$ cat src/wwdg_cfg.svh
`ifndef WWDG_CFG_SVH
`define WWDG_CFG_SVH
`define WWDG_AW           8
`define WWDG_CTRL_IDX     8'h2F
`define WWDG_WIN_IDX      8'h30
`define WWDG_CTRL_RST     8'h7F
`define WWDG_WIN_RST      7'h7F
`define WWDG_ACT_BIT      7
`define WWDG_TOP_BIT      6
`define WWDG_ROLL_VAL     7'h40
`define WWDG_PRESC_DIV    16384
`define WWDG_CLK_NS       50
`define WWDG_RST_PULSE_NS 30000
`define WWDG_RST_PULSE_CYC ((`WWDG_RST_PULSE_NS + `WWDG_CLK_NS - 1) / `WWDG_CLK_NS)
`define WWDG_WAKE_SHORT   256
`define WWDG_WAKE_LONG    4096
`define WWDG_RESP_OKAY    2'h0
`define WWDG_RESP_SLVERR  2'h2
`endif

$ cat src/wwdg_pkg.sv
package wwdg_pkg;
  typedef logic [31:0] wwdg_word_t;
  typedef logic [7:0]  wwdg_addr_t;
  // gray codes along run -> halt -> wake -> run
  typedef enum logic [2:0] {
    WWDG_RUN      = 3'h0,
    WWDG_HALT_DEC = 3'h1,
    WWDG_HALTED   = 3'h3,
    WWDG_WAKE_DLY = 3'h2,
    WWDG_ACT_HALT = 3'h4
  } wwdg_state_t;
endpackage : wwdg_pkg

$ cat src/wwdg_if.sv
`timescale 1ns/1ns
interface wwdg_if;
  logic run;
  logic tick;
  logic fire;
  logic busy;
  modport presc  (input run, output tick);
  modport rstgen (input fire, output busy);
  modport core   (output run, output fire, input tick, input busy);
endinterface : wwdg_if

$ cat src/wwdg_presc.sv
`timescale 1ns/1ns
module wwdg_presc #(
  parameter int DIV = 16384
) (
  input wire logic ref_clk,
  input wire logic rst,
  wwdg_if.presc    pif
);
  import wwdg_pkg::*;
  localparam int W = $clog2(DIV);
  logic [W-1:0] div_r;
  logic         wrap;

  // the phase only freezes, it is never cleared by a counter write
  assign wrap     = (div_r == W'(DIV - 1));
  assign pif.tick = pif.run && wrap;

  always_ff @(posedge ref_clk or posedge rst) begin
    if (rst) begin
      div_r <= '0;
    end else if (pif.run) begin
      div_r <= wrap ? '0 : div_r + 1'b1;
    end
  end
endmodule : wwdg_presc

$ cat src/wwdg_rstgen.sv
`timescale 1ns/1ns
`include "wwdg_cfg.svh"
module wwdg_rstgen (
  input  wire logic ref_clk,
  input  wire logic rst,
  wwdg_if.rstgen    rif,
  output logic      rst_pin_o,
  output logic      rst_pin_oe
);
  import wwdg_pkg::*;
  localparam int PULSE = `WWDG_RST_PULSE_CYC;
  logic [9:0] len_r;
  logic       busy_r;

  assign rif.busy   = busy_r;
  assign rst_pin_oe = busy_r;
  assign rst_pin_o  = 1'b0; // open drain, only ever pulls low

  // further requests during a pulse merge into it
  always_ff @(posedge ref_clk or posedge rst) begin
    if (rst) begin
      busy_r <= 1'b0;
      len_r  <= '0;
    end else if (!busy_r) begin
      busy_r <= rif.fire;
      len_r  <= '0;
    end else begin
      busy_r <= (len_r != 10'(PULSE - 1));
      len_r  <= len_r + 1'b1;
    end
  end
endmodule : wwdg_rstgen

$ cat src/wwdg_top.sv
`timescale 1ns/1ns
`include "wwdg_cfg.svh"
module wwdg_top #(
  parameter int PRESC_DIV = `WWDG_PRESC_DIV
) (
  input  wire logic            ref_clk,
  input  wire logic            rst,
  input  wire wwdg_pkg::wwdg_addr_t s_axi_awaddr,
  input  wire logic            s_axi_awvalid,
  output logic                 s_axi_awready,
  input  wire wwdg_pkg::wwdg_word_t s_axi_wdata,
  input  wire logic [3:0]      s_axi_wstrb,
  input  wire logic            s_axi_wvalid,
  output logic                 s_axi_wready,
  output logic [1:0]           s_axi_bresp,
  output logic                 s_axi_bvalid,
  input  wire logic            s_axi_bready,
  input  wire wwdg_pkg::wwdg_addr_t s_axi_araddr,
  input  wire logic            s_axi_arvalid,
  output logic                 s_axi_arready,
  output wwdg_pkg::wwdg_word_t s_axi_rdata,
  output logic [1:0]           s_axi_rresp,
  output logic                 s_axi_rvalid,
  input  wire logic            s_axi_rready,
  input  wire logic            hw_wdg_option,
  input  wire logic            reset_on_halt_option,
  input  wire logic            halt_exec,
  input  wire logic            clock_timer_irq_enable,
  input  wire logic            ext_irq,
  input  wire logic            osc_irq,
  input  wire logic            wake_delay_long,
  output logic                 rst_pin_o,
  output logic                 rst_pin_oe,
  output logic                 wdg_active
);
  import wwdg_pkg::*;

  localparam wwdg_addr_t CTRL_ADDR = wwdg_addr_t'({`WWDG_CTRL_IDX, 2'b00});
  localparam wwdg_addr_t WIN_ADDR  = wwdg_addr_t'({`WWDG_WIN_IDX, 2'b00});

  wwdg_if wif ();

  // option straps come from pins, so two flops before use
  logic [1:0] hw_sync_r;
  logic [1:0] roh_sync_r;
  logic       hw_opt;
  logic       roh_opt;

  always_ff @(posedge ref_clk or posedge rst) begin
    if (rst) begin
      hw_sync_r  <= 2'b00;
      roh_sync_r <= 2'b00;
    end else begin
      hw_sync_r  <= {hw_sync_r[0], hw_wdg_option};
      roh_sync_r <= {roh_sync_r[0], reset_on_halt_option};
    end
  end

  assign hw_opt  = hw_sync_r[1];
  assign roh_opt = roh_sync_r[1];

  // register decode, shared by the read and write paths
  function automatic logic is_reg(input wwdg_addr_t a, input wwdg_addr_t r);
    is_reg = (a == r);
  endfunction : is_reg

  // axi4-lite write side: address and data are latched independently
  logic       aw_hold_r;
  logic       w_hold_r;
  wwdg_addr_t aw_addr_r;
  logic [7:0] w_byte_r;
  logic       w_lane_r;
  logic       bvalid_r;
  logic [1:0] bresp_r;
  logic       wr_go;
  logic       wr_ctrl;
  logic       wr_win;
  logic       wr_hit;

  assign s_axi_awready = !aw_hold_r && !bvalid_r;
  assign s_axi_wready  = !w_hold_r && !bvalid_r;
  assign s_axi_bvalid  = bvalid_r;
  assign s_axi_bresp   = bresp_r;
  assign wr_go         = aw_hold_r && w_hold_r && !bvalid_r;
  assign wr_hit        = is_reg(aw_addr_r, CTRL_ADDR) || is_reg(aw_addr_r, WIN_ADDR);
  assign wr_ctrl       = wr_go && w_lane_r && is_reg(aw_addr_r, CTRL_ADDR);
  assign wr_win        = wr_go && w_lane_r && is_reg(aw_addr_r, WIN_ADDR);

  always_ff @(posedge ref_clk or posedge rst) begin
    if (rst) begin
      aw_hold_r <= 1'b0;
      aw_addr_r <= '0;
    end else if (s_axi_awvalid && s_axi_awready) begin
      aw_hold_r <= 1'b1;
      aw_addr_r <= s_axi_awaddr;
    end else if (wr_go) begin
      aw_hold_r <= 1'b0;
    end
  end

  always_ff @(posedge ref_clk or posedge rst) begin
    if (rst) begin
      w_hold_r <= 1'b0;
      w_byte_r <= '0;
      w_lane_r <= 1'b0;
    end else if (s_axi_wvalid && s_axi_wready) begin
      w_hold_r <= 1'b1;
      w_byte_r <= s_axi_wdata[7:0];
      w_lane_r <= s_axi_wstrb[0];
    end else if (wr_go) begin
      w_hold_r <= 1'b0;
    end
  end

  // unmapped addresses answer slverr and change nothing
  always_ff @(posedge ref_clk or posedge rst) begin
    if (rst) begin
      bvalid_r <= 1'b0;
      bresp_r  <= `WWDG_RESP_OKAY;
    end else if (wr_go) begin
      bvalid_r <= 1'b1;
      bresp_r  <= wr_hit ? `WWDG_RESP_OKAY : `WWDG_RESP_SLVERR;
    end else if (s_axi_bready) begin
      bvalid_r <= 1'b0;
    end
  end

  // watchdog core state
  logic [6:0]  cnt_r;
  logic [6:0]  cnt_nxt;
  logic [6:0]  win_r;
  logic        act_r;
  logic        active;
  logic        act_after;
  wwdg_state_t state_r;
  wwdg_state_t state_nxt;
  logic [11:0] dly_r;
  logic        dly_done;
  logic        dec;
  logic        fire_roll;
  logic        fire_win;
  logic        fire_sw;
  logic        fire_halt;

  assign active     = act_r || hw_opt;
  assign act_after  = active || (wr_ctrl && w_byte_r[`WWDG_ACT_BIT]);
  assign wdg_active = active;

  // prescaler runs while counting, in WWDG_RUN and WWDG_HALT_DEC only
  assign wif.run = (state_r == WWDG_RUN) || (state_r == WWDG_HALT_DEC);
  assign dec     = wif.tick;

  // a counter write wins over a same-cycle decrement
  assign cnt_nxt = wr_ctrl ? w_byte_r[6:0] : (dec ? cnt_r - 1'b1 : cnt_r);

  // reset causes
  assign fire_roll = active && dec && !wr_ctrl && (state_r == WWDG_RUN)
                     && (cnt_r == `WWDG_ROLL_VAL);
  assign fire_win  = wr_ctrl && active && (cnt_r > win_r);
  assign fire_sw   = wr_ctrl && act_after && !w_byte_r[`WWDG_TOP_BIT];
  assign fire_halt = halt_exec && active && roh_opt && (state_r == WWDG_RUN);
  assign wif.fire  = fire_roll || fire_win || fire_sw || fire_halt;

  always_ff @(posedge ref_clk or posedge rst) begin
    if (rst) begin
      cnt_r <= 7'(`WWDG_CTRL_RST);
      win_r <= `WWDG_WIN_RST;
    end else begin
      cnt_r <= cnt_nxt;
      win_r <= wr_win ? w_byte_r[6:0] : win_r;
    end
  end

  // activation is set-only; a written zero has no effect
  always_ff @(posedge ref_clk or posedge rst) begin
    if (rst) begin
      act_r <= 1'b0;
    end else if (wr_ctrl && w_byte_r[`WWDG_ACT_BIT]) begin
      act_r <= 1'b1;
    end
  end

  // low power sequencing
  assign dly_done = wake_delay_long ? (dly_r == 12'(`WWDG_WAKE_LONG - 1))
                                    : (dly_r == 12'(`WWDG_WAKE_SHORT - 1));

  always_comb begin
    state_nxt = state_r;
    unique case (state_r)
      WWDG_RUN: begin
        if (halt_exec && !fire_halt) begin
          state_nxt = clock_timer_irq_enable ? WWDG_ACT_HALT : WWDG_HALT_DEC;
        end
      end
      WWDG_HALT_DEC: begin
        if (ext_irq) begin
          state_nxt = WWDG_WAKE_DLY;
        end else if (dec) begin
          state_nxt = WWDG_HALTED;
        end
      end
      WWDG_HALTED: begin
        if (ext_irq) begin
          state_nxt = WWDG_WAKE_DLY;
        end
      end
      WWDG_WAKE_DLY: begin
        if (dly_done) begin
          state_nxt = WWDG_RUN;
        end
      end
      WWDG_ACT_HALT: begin
        if (ext_irq || osc_irq) begin
          state_nxt = WWDG_RUN;
        end
      end
      default: begin
        state_nxt = WWDG_RUN;
      end
    endcase
  end

  // any reset restarts counting only after the wake delay
  always_ff @(posedge ref_clk or posedge rst) begin
    if (rst) begin
      state_r <= WWDG_WAKE_DLY;
      dly_r   <= '0;
    end else begin
      state_r <= state_nxt;
      dly_r   <= (state_r == WWDG_WAKE_DLY) ? dly_r + 1'b1 : '0;
    end
  end

  // axi4-lite read side, one-cycle answer from flops
  logic       rvalid_r;
  wwdg_word_t rdata_r;
  logic [1:0] rresp_r;
  logic       rd_ctrl;
  logic       rd_win;

  assign s_axi_arready = !rvalid_r;
  assign s_axi_rvalid  = rvalid_r;
  assign s_axi_rdata   = rdata_r;
  assign s_axi_rresp   = rresp_r;
  assign rd_ctrl       = is_reg(s_axi_araddr, CTRL_ADDR);
  assign rd_win        = is_reg(s_axi_araddr, WIN_ADDR);

  always_ff @(posedge ref_clk or posedge rst) begin
    if (rst) begin
      rvalid_r <= 1'b0;
      rdata_r  <= '0;
      rresp_r  <= `WWDG_RESP_OKAY;
    end else if (s_axi_arvalid && !rvalid_r) begin
      rvalid_r <= 1'b1;
      rdata_r  <= rd_ctrl ? {24'h000000, act_r, cnt_r}
                : (rd_win ? {25'h0000000, win_r} : 32'h00000000);
      rresp_r  <= (rd_ctrl || rd_win) ? `WWDG_RESP_OKAY : `WWDG_RESP_SLVERR;
    end else if (s_axi_rready) begin
      rvalid_r <= 1'b0;
    end
  end

  wwdg_presc #(
    .DIV (PRESC_DIV)
  ) u_presc (
    .ref_clk (ref_clk),
    .rst     (rst),
    .pif     (wif.presc)
  );

  wwdg_rstgen u_rstgen (
    .ref_clk    (ref_clk),
    .rst        (rst),
    .rif        (wif.rstgen),
    .rst_pin_o  (rst_pin_o),
    .rst_pin_oe (rst_pin_oe)
  );
endmodule : wwdg_top

$ cat config.mk
export PLATFORM = sky130hd
export DESIGN_NAME = wwdg_top
export DESIGN_NICKNAME = d
export VERILOG_FILES = /design/src/wwdg_pkg.sv /design/src/wwdg_if.sv /design/src/wwdg_presc.sv /design/src/wwdg_rstgen.sv /design/src/wwdg_top.sv
export VERILOG_INCLUDE_DIRS = /design/src /design/src/src
export SDC_FILE = /design/constraint.sdc
export NUM_CORES = 1
export LEC_CHECK = 0
export BUFFER_PORTS_ARGS = -buffer_cell sky130_fd_sc_hd__clkbuf_2
export CELL_PAD_IN_SITES_DETAIL_PLACEMENT = 1
export CELL_PAD_IN_SITES_GLOBAL_PLACEMENT = 1
export CORE_ASPECT_RATIO = 0.9
export CORE_MARGIN = 1
export CORE_UTILIZATION = 37
export DETAILED_ROUTE_END_ITERATION = 16
export GPL_TIMING_DRIVEN = 0
export PLACE_DENSITY_LB_ADDON = 0.1
export SLEW_MARGIN = 0
export SYNTH_ARGS = -nofsm -noshare
export SYNTH_HDL_FRONTEND = slang
export SYNTH_SLANG_ARGS = --single-unit
$ cat constraint.sdc
create_clock -name ref_clk -period 2.9 [get_ports ref_clk]
set_input_delay 0.725 -clock ref_clk [delete_from_list [all_inputs] [get_ports ref_clk]]
set_output_delay 0.725 -clock ref_clk [all_outputs]
set_load 0.05 [all_outputs]
==> impl_metrics.ini, run 1 <==
[finish]
antenna_cells = 0
nNetsFinal = 601
drive_gt1_share_pct = 29.11
fin_util_pct = 46.39
syn_to_final_growth_pct = 20.37
post-route-cell-area_sq_mm = 0.005390

[timing]
rsz0062_at_grt = no
hold_violations = 0
slew_headroom_pct = 54.12
timing.hold.ws_ns = 0.3501
clock-skew-final_ns = 0.01176
worst_pin_slew_ns = 0.6857
slew_violations = 0
setup_tns_ns = 0
finalSetupViolations = 0
max_freq_ghz = 0.4688
fin_crit_sh_pct = 73.55
finalCriticalPeriod_ns = 2.133

[route]
drcViolationCount = 0
wire_per_inst_um = 14.29
vias = 3324
ant_nets = 0
drtIter0Drc = 64
drtPass1Iterations = 4
via_per_inst = 4.853
routed_wirelength_um = 9786

[critical_path]
crit_chain = nand3b_1 > nor4b_2 > and3_1 > clkbuf_1 > buf_2 > nand2_1 > o21ai_0
slowest_delay_ns = 0.43
cp_slowest_cell = dfrtp_1
critPathKind = register to register
cp-end-kind = register
crit_path_start_kind = register
crit_path_max_fanout = 10
cp.arrival_ns = 2.39
required_ns = 3.16

[power]
leakage_nw = 2.440
power_density_mw_per_mm2 = 747.5
peakVddDrop_mv = 0.4561
fin_total_pwr_mw = 4.029

[global_routing]
antenna_found_initial = 0
overflow = 0
first_global_vias = 3506
grt_max_degree = 41
grt_pass1_wl_um = 16790
grt.total_usage_pct = 17.12

[clock_network]
postCtsSetupBuffers = 0
clock_path_buffers = 2
root_buffer = clkbuf_16
cts.clk_slew.worst_paths_ns = 0.07
cts_resized = 0
cts_made_buffers = 9
cts.sinks = 90
worstSkewPairLatency_ns = 0.35
cts_max_level = 3
cts_tree = yes
cts_hold_buf = 0

[synth]
syn_inst = 430
synth_edf_count = 0
synthArstFlopShare_pct = 100.0
ys_types = 44
syn_area_per_cell_sq_um = 10.41
ys_warn_count = 0
synth-main-ff-cell = dfrtp_1
ys_ff_latch = 90
yosysSeqAreaShare_pct = 50.71
syn_area_sq_mm = 0.004478

[placement]
placed_cell_area_sq_mm = 0.005090
dp_hpwl_um = 7325
portBuffers = 55
gp_congestion = 0.7944

[hold_path]
worstHoldPathType = register to register

[die]
fp.dieW_um = 118.0
core_area_sq_mm = 0.01162
pin_count = 110
fp.dieH_um = 106.4
die_area_sq_mm = 0.01255
initial_core_util_pct = 38.54
rows = 37

[job]
cap_viol_max_count = 0

[run_status]
status = finished, final reports clean
registers in the layout, indices dropped and copies added, names as in the netlist, 2 cells and up:
register / count
aw_addr_r: 8
cnt_r: 7
dly_r: 12
hw_sync_r: 2
roh_sync_r: 2
s_axi_rdata: 8
state_r: 3
u_presc.div_r: 14
u_rstgen.len_r: 10
w_byte_r: 8
win_r: 7
cell families (layout without fill, tap and decap cells):
group | count (synthesis) | in the layout | share of synthesized area [%]
simple gates | 161 | 161 | 19.22
flops | 90 | 90 | 50.71
compound gates | 59 | 59 | 7.963
buf+inv | 53 | 126 | 6.845
xor+xnor | 31 | 31 | 6.063
mux | 24 | 24 | 6.035
fa+ha+maj | 11 | 11 | 3.073
other cells | 1 | 27 | 0.08374
power by group:
| group | total [mW] | switching [mW] | internal, mW |
|---|---|---|---|
| Clock | 1.19 | 0.513 | 0.675 |
| Combinational | 1.04 | 0.630 | 0.410 |
| Sequential | 1.80 | 0.272 | 1.53 |
placed cells by master, fill, tap and decap left out, types with 3 or more instances in the layout:
master | Yosys | layout
buf_4 | 28 | 28
or2_2 | 4 | 4
and3_1 | 7 | 7
nor2b_1 | 6 | 6
clkbuf_2 | 0 | 55
nor4_1 | 3 | 3
nor3_1 | 6 | 6
a21oi_1 | 19 | 19
conb_1 | 1 | 27
dfrtp_1 | 75 | 75
o21ai_0 | 16 | 16
dfstp_2 | 15 | 15
a21o_1 | 5 | 5
inv_6 | 0 | 3
and2_1 | 11 | 11
ha_1 | 11 | 11
nor2_1 | 39 | 39
nand2_1 | 33 | 33
mux2_2 | 24 | 24
clkbuf_1 | 8 | 8
or3_1 | 6 | 6
xor2_1 | 12 | 12
inv_1 | 15 | 14
nand3b_1 | 3 | 3
xnor2_1 | 19 | 19
nand3_1 | 21 | 21
clkbuf_16 | 0 | 9
a22oi_1 | 7 | 7
a31oi_1 | 3 | 3
nand4_1 | 12 | 12
layout make-up:
cell class | count | area (sq um)
buffer | 38 | 250.2
clock inverter | 7 | 75.07
fill | 1317 | 6230
inverter | 15 | 60.06
clock buffer | 9 | 225.2
sequential | 90 | 2271
multi-input combinational | 313 | 1998
timing repair buffer | 57 | 315.3
tap | 156 | 195.2
synthesized netlist by cell type (11+ instances only):
cell,n,share of area (%)
dfstp_2,15,8.8
and2_1,11,1.5
nand2_1,33,2.8
dfrtp_1,75,42
mux2_2,24,6.0
buf_4,28,4.7
xor2_1,12,2.3
a21oi_1,19,2.1
nand4_1,12,1.7
nor2_1,39,3.3
o21ai_0,16,1.8
xnor2_1,19,3.7
ha_1,11,3.1
inv_1,15,1.3
nand3_1,21,2.3
worst max-delay path, delay by kind of cell, from the launching register on:
| family | cells | cell delay (ns) |
|---|---|---|
| buffers and inverters | 2 | 0.60 |
| AO/OA/AOI/OAI | 1 | 0.10 |
| AND/OR/NAND/NOR | 4 | 0.90 |
| flip-flops | 1 | 0.43 |
per-stage QoR:
stage | std cells | setup slack [ns]
4_1_cts | 685 | 0.7278
2_1_floorplan | 456 | 0.5322
3_5_place_dp | 669 | 0.6639
3_3_place_gp | 667 | 0.4480
5_1_grt | 685 | 0.5582
6_report | 685 | 0.7671
per-layer routing:
metal  global-route usage (%)  vias up  part of all wire [%]
li1                         -     1618                     -
met1                    20.12     1649                    44
met2                    30.67       47                    51
met3                    4.131       10                   2.9
met4                    5.495        0                   1.5
met5                        0        -                     0
path summary, 6_finish.rpt:
path	slack, ns	end	depth (start not counted)	start
max in group asynchronous	1.84	win_r[6]	3	rst
hold / removal	0.35	hw_sync_r[1]	0	hw_sync_r[0]
setup reg to reg	0.77	cnt_r[5]	7	s_axi_bvalid
hold reg to reg	0.35	hw_sync_r[1]	0	hw_sync_r[0]
setup / recovery	0.77	cnt_r[5]	7	s_axi_bvalid
min in group asynchronous	0.42	dly_r[10]	2	rst
Power figures use the tool's default switching activity.
==> run 2: changes to the inputs <==
- clock period: 2.9 -> 1.9 ns (I/O delays scaled with it)
==> run 2 against run 1 <==
Effect of this change:
- critical path depth down 5
- first-iteration DRC count is 53% higher
- clock skew is 0.0030 ns lower
- hold slack worse by 0.22 ns
- non-clock buffer count is 6 higher
- utilization up 1.1 points
- sequential power grew 53%
- combinational power up 65%
- register-to-register slack worse by 0.66 ns
- total power rose by 58%
==> impl_metrics.ini, run 2 (synthesized netlist as in run 1, its figures left out) <==
[power]
p_sw_mw = 2.260
swShare_pct = 35.60
power_density_mw_per_mm2 = 1150
internal_power_mw = 4.089
p_comb_share_pct = 27.2
peakVddDrop_mv = 0.6701
pwr-share-seq_pct = 43.5
pwr-share-clk_pct = 29.3
leakage_nw = 2.485
fin_total_pwr_mw = 6.349

[die]
fp.dieW_um = 118.0
fp.dieH_um = 106.4
rows = 37
die_area_sq_mm = 0.01255
core_area_sq_mm = 0.01162
initial_core_util_pct = 38.54
pin_count = 110

[clock_network]
cts.clk_slew.worst_paths_ns = 0.07
cts.sinks = 90
clock_path_buffers = 2
cts_max_level = 3
cts_tree = yes
worstSkewPairLatency_ns = 0.35
cts_hold_buf = 0
root_buffer = clkbuf_16
cts_made_buffers = 9

[timing]
max_freq_ghz = 0.5530
hold_violations = 0
slew_violations = 0
clock-skew-final_ns = 0.008722
timing.hold.ws_ns = 0.1314
finalCriticalPeriod_ns = 1.808
rsz0062_at_grt = no
worst_pin_slew_ns = 0.6567
fin_crit_sh_pct = 95.17
finalSetupViolations = 0
slew_headroom_pct = 56.06

[placement]
dp_hpwl_um = 7359
gp_congestion = 0.7735
portBuffers = 55

[route]
ant_nets = 0
drtPass1Iterations = 4
via_per_inst = 4.793
drcViolationCount = 0
routed_wirelength_um = 9863
wire_per_inst_um = 14.27
vias = 3312
drtIter0Drc = 98

[global_routing]
grt_max_degree = 40
overflow = 0
first_global_vias = 3473
grt.total_usage_pct = 16.89
antenna_found_initial = 0
grt_pass1_wl_um = 16820

[critical_path]
crit_buf_inv = 1
crit_chain = or2_2 > clkbuf_2
crit_family = flip-flops
cp.arrival_ns = 1.33
crit_path_start_kind = register
critPathKind = register to output pin
cp-end-kind = output pin
required_ns = 1.42
cp_slowest_cell = dfrtp_1
crit_path_max_fanout = 4
slowest_delay_ns = 0.39

[finish]
nNetsFinal = 607
top_register = u_presc.div_r
final_cell_mix = dfrtp_1, clkbuf_2, nor2_1
syn_to_final_growth_pct = 23.27
antenna_cells = 0
largestRegisters = u_presc.div_r (14), dly_r (12), u_rstgen.len_r (10)
drive_gt1_share_pct = 32.52
final_common_cell = dfrtp_1
largest_reg_flops = 14

[run_status]
status = finished, final reports clean

[job]
cap_viol_max_count = 0

[hold_path]
worstHoldPathType = primary input to asynchronous set/reset pin
-- run 2: cell count changes in the layout (fill, tap and decap cells not counted), sizes merged --
cell      delta
clkinvlp     +1
buf          +6
clkinv       -1
-- run 2: metrics by stage --
step | TNS [ns] | util, % | instance area [sq um] | setup WS (ns) | std cells
finish | 0 | 47.51 | 5520 | 0.09175 | 691
global route | 0 | 47.51 | 5520 | 0.01313 | 691
CTS | 0 | 46.95 | 5455 | 0.003226 | 687
detailed placement | -2.954 | 43.90 | 5101 | -0.2129 | 669
global placement | -24.92 | 43.56 | 5061 | -0.4422 | 667
floorplan | -1.214 | - | 4591 | -0.1349 | 456
-- run 2: worst paths after layout --
path / slack, ns / endpoint / startpoint / depth (start not counted)
worst min-delay path: 0.13 / state_r[0] / rst / 2
worst max-delay path: 0.09 / wdg_active / act_r / 2
worst min register to register: 0.36 / roh_sync_r[1] / roh_sync_r[0] / 0
max in group asynchronous: 1.17 / cnt_r[3] / rst / 3
worst max register to register: 0.11 / u_presc.div_r[7] / state_r[2] / 5
min in group ref_clk: 0.23 / hw_sync_r[0] / hw_wdg_option / 1
-- run 2: layout make-up --
type / count / area (sq um)
Fill cell: 1335 / 6100
Timing Repair Buffer: 64 / 367.9
Clock buffer: 9 / 225.2
Clock inverter: 7 / 86.33
Multi-Input combinational cell: 313 / 2059
Inverter: 15 / 60.06
Sequential cell: 90 / 2277
Tap cell: 156 / 195.2
Buffer: 37 / 249.0
-- run 2: timing repair --
item                       in CTS  in global routing
setup endpoints to repair      23                  8
gates resized for setup         7                  9
buffers inserted                3                  4
pin swaps                       3                  4
-- run 2: power groups by stage --
stage	Sequential, mW	Combinational [mW]	Clock [mW]
after floorplan	2.83	1.14	0
after global placement	2.77	1.56	0
after detailed placement	2.80	1.62	0
after CTS	2.79	1.64	1.92
after global routing	2.83	1.89	1.99
final	2.76	1.72	1.86
-- run 2: metal layers --
metal  wire [um]  vias to the layer above  track usage (%)
met5           0                        -                0
met4         119                        0            5.037
met3         314                        9            4.077
met2        4993                       50            29.66
met1        4435                     1627            20.48
li1            -                     1626                -
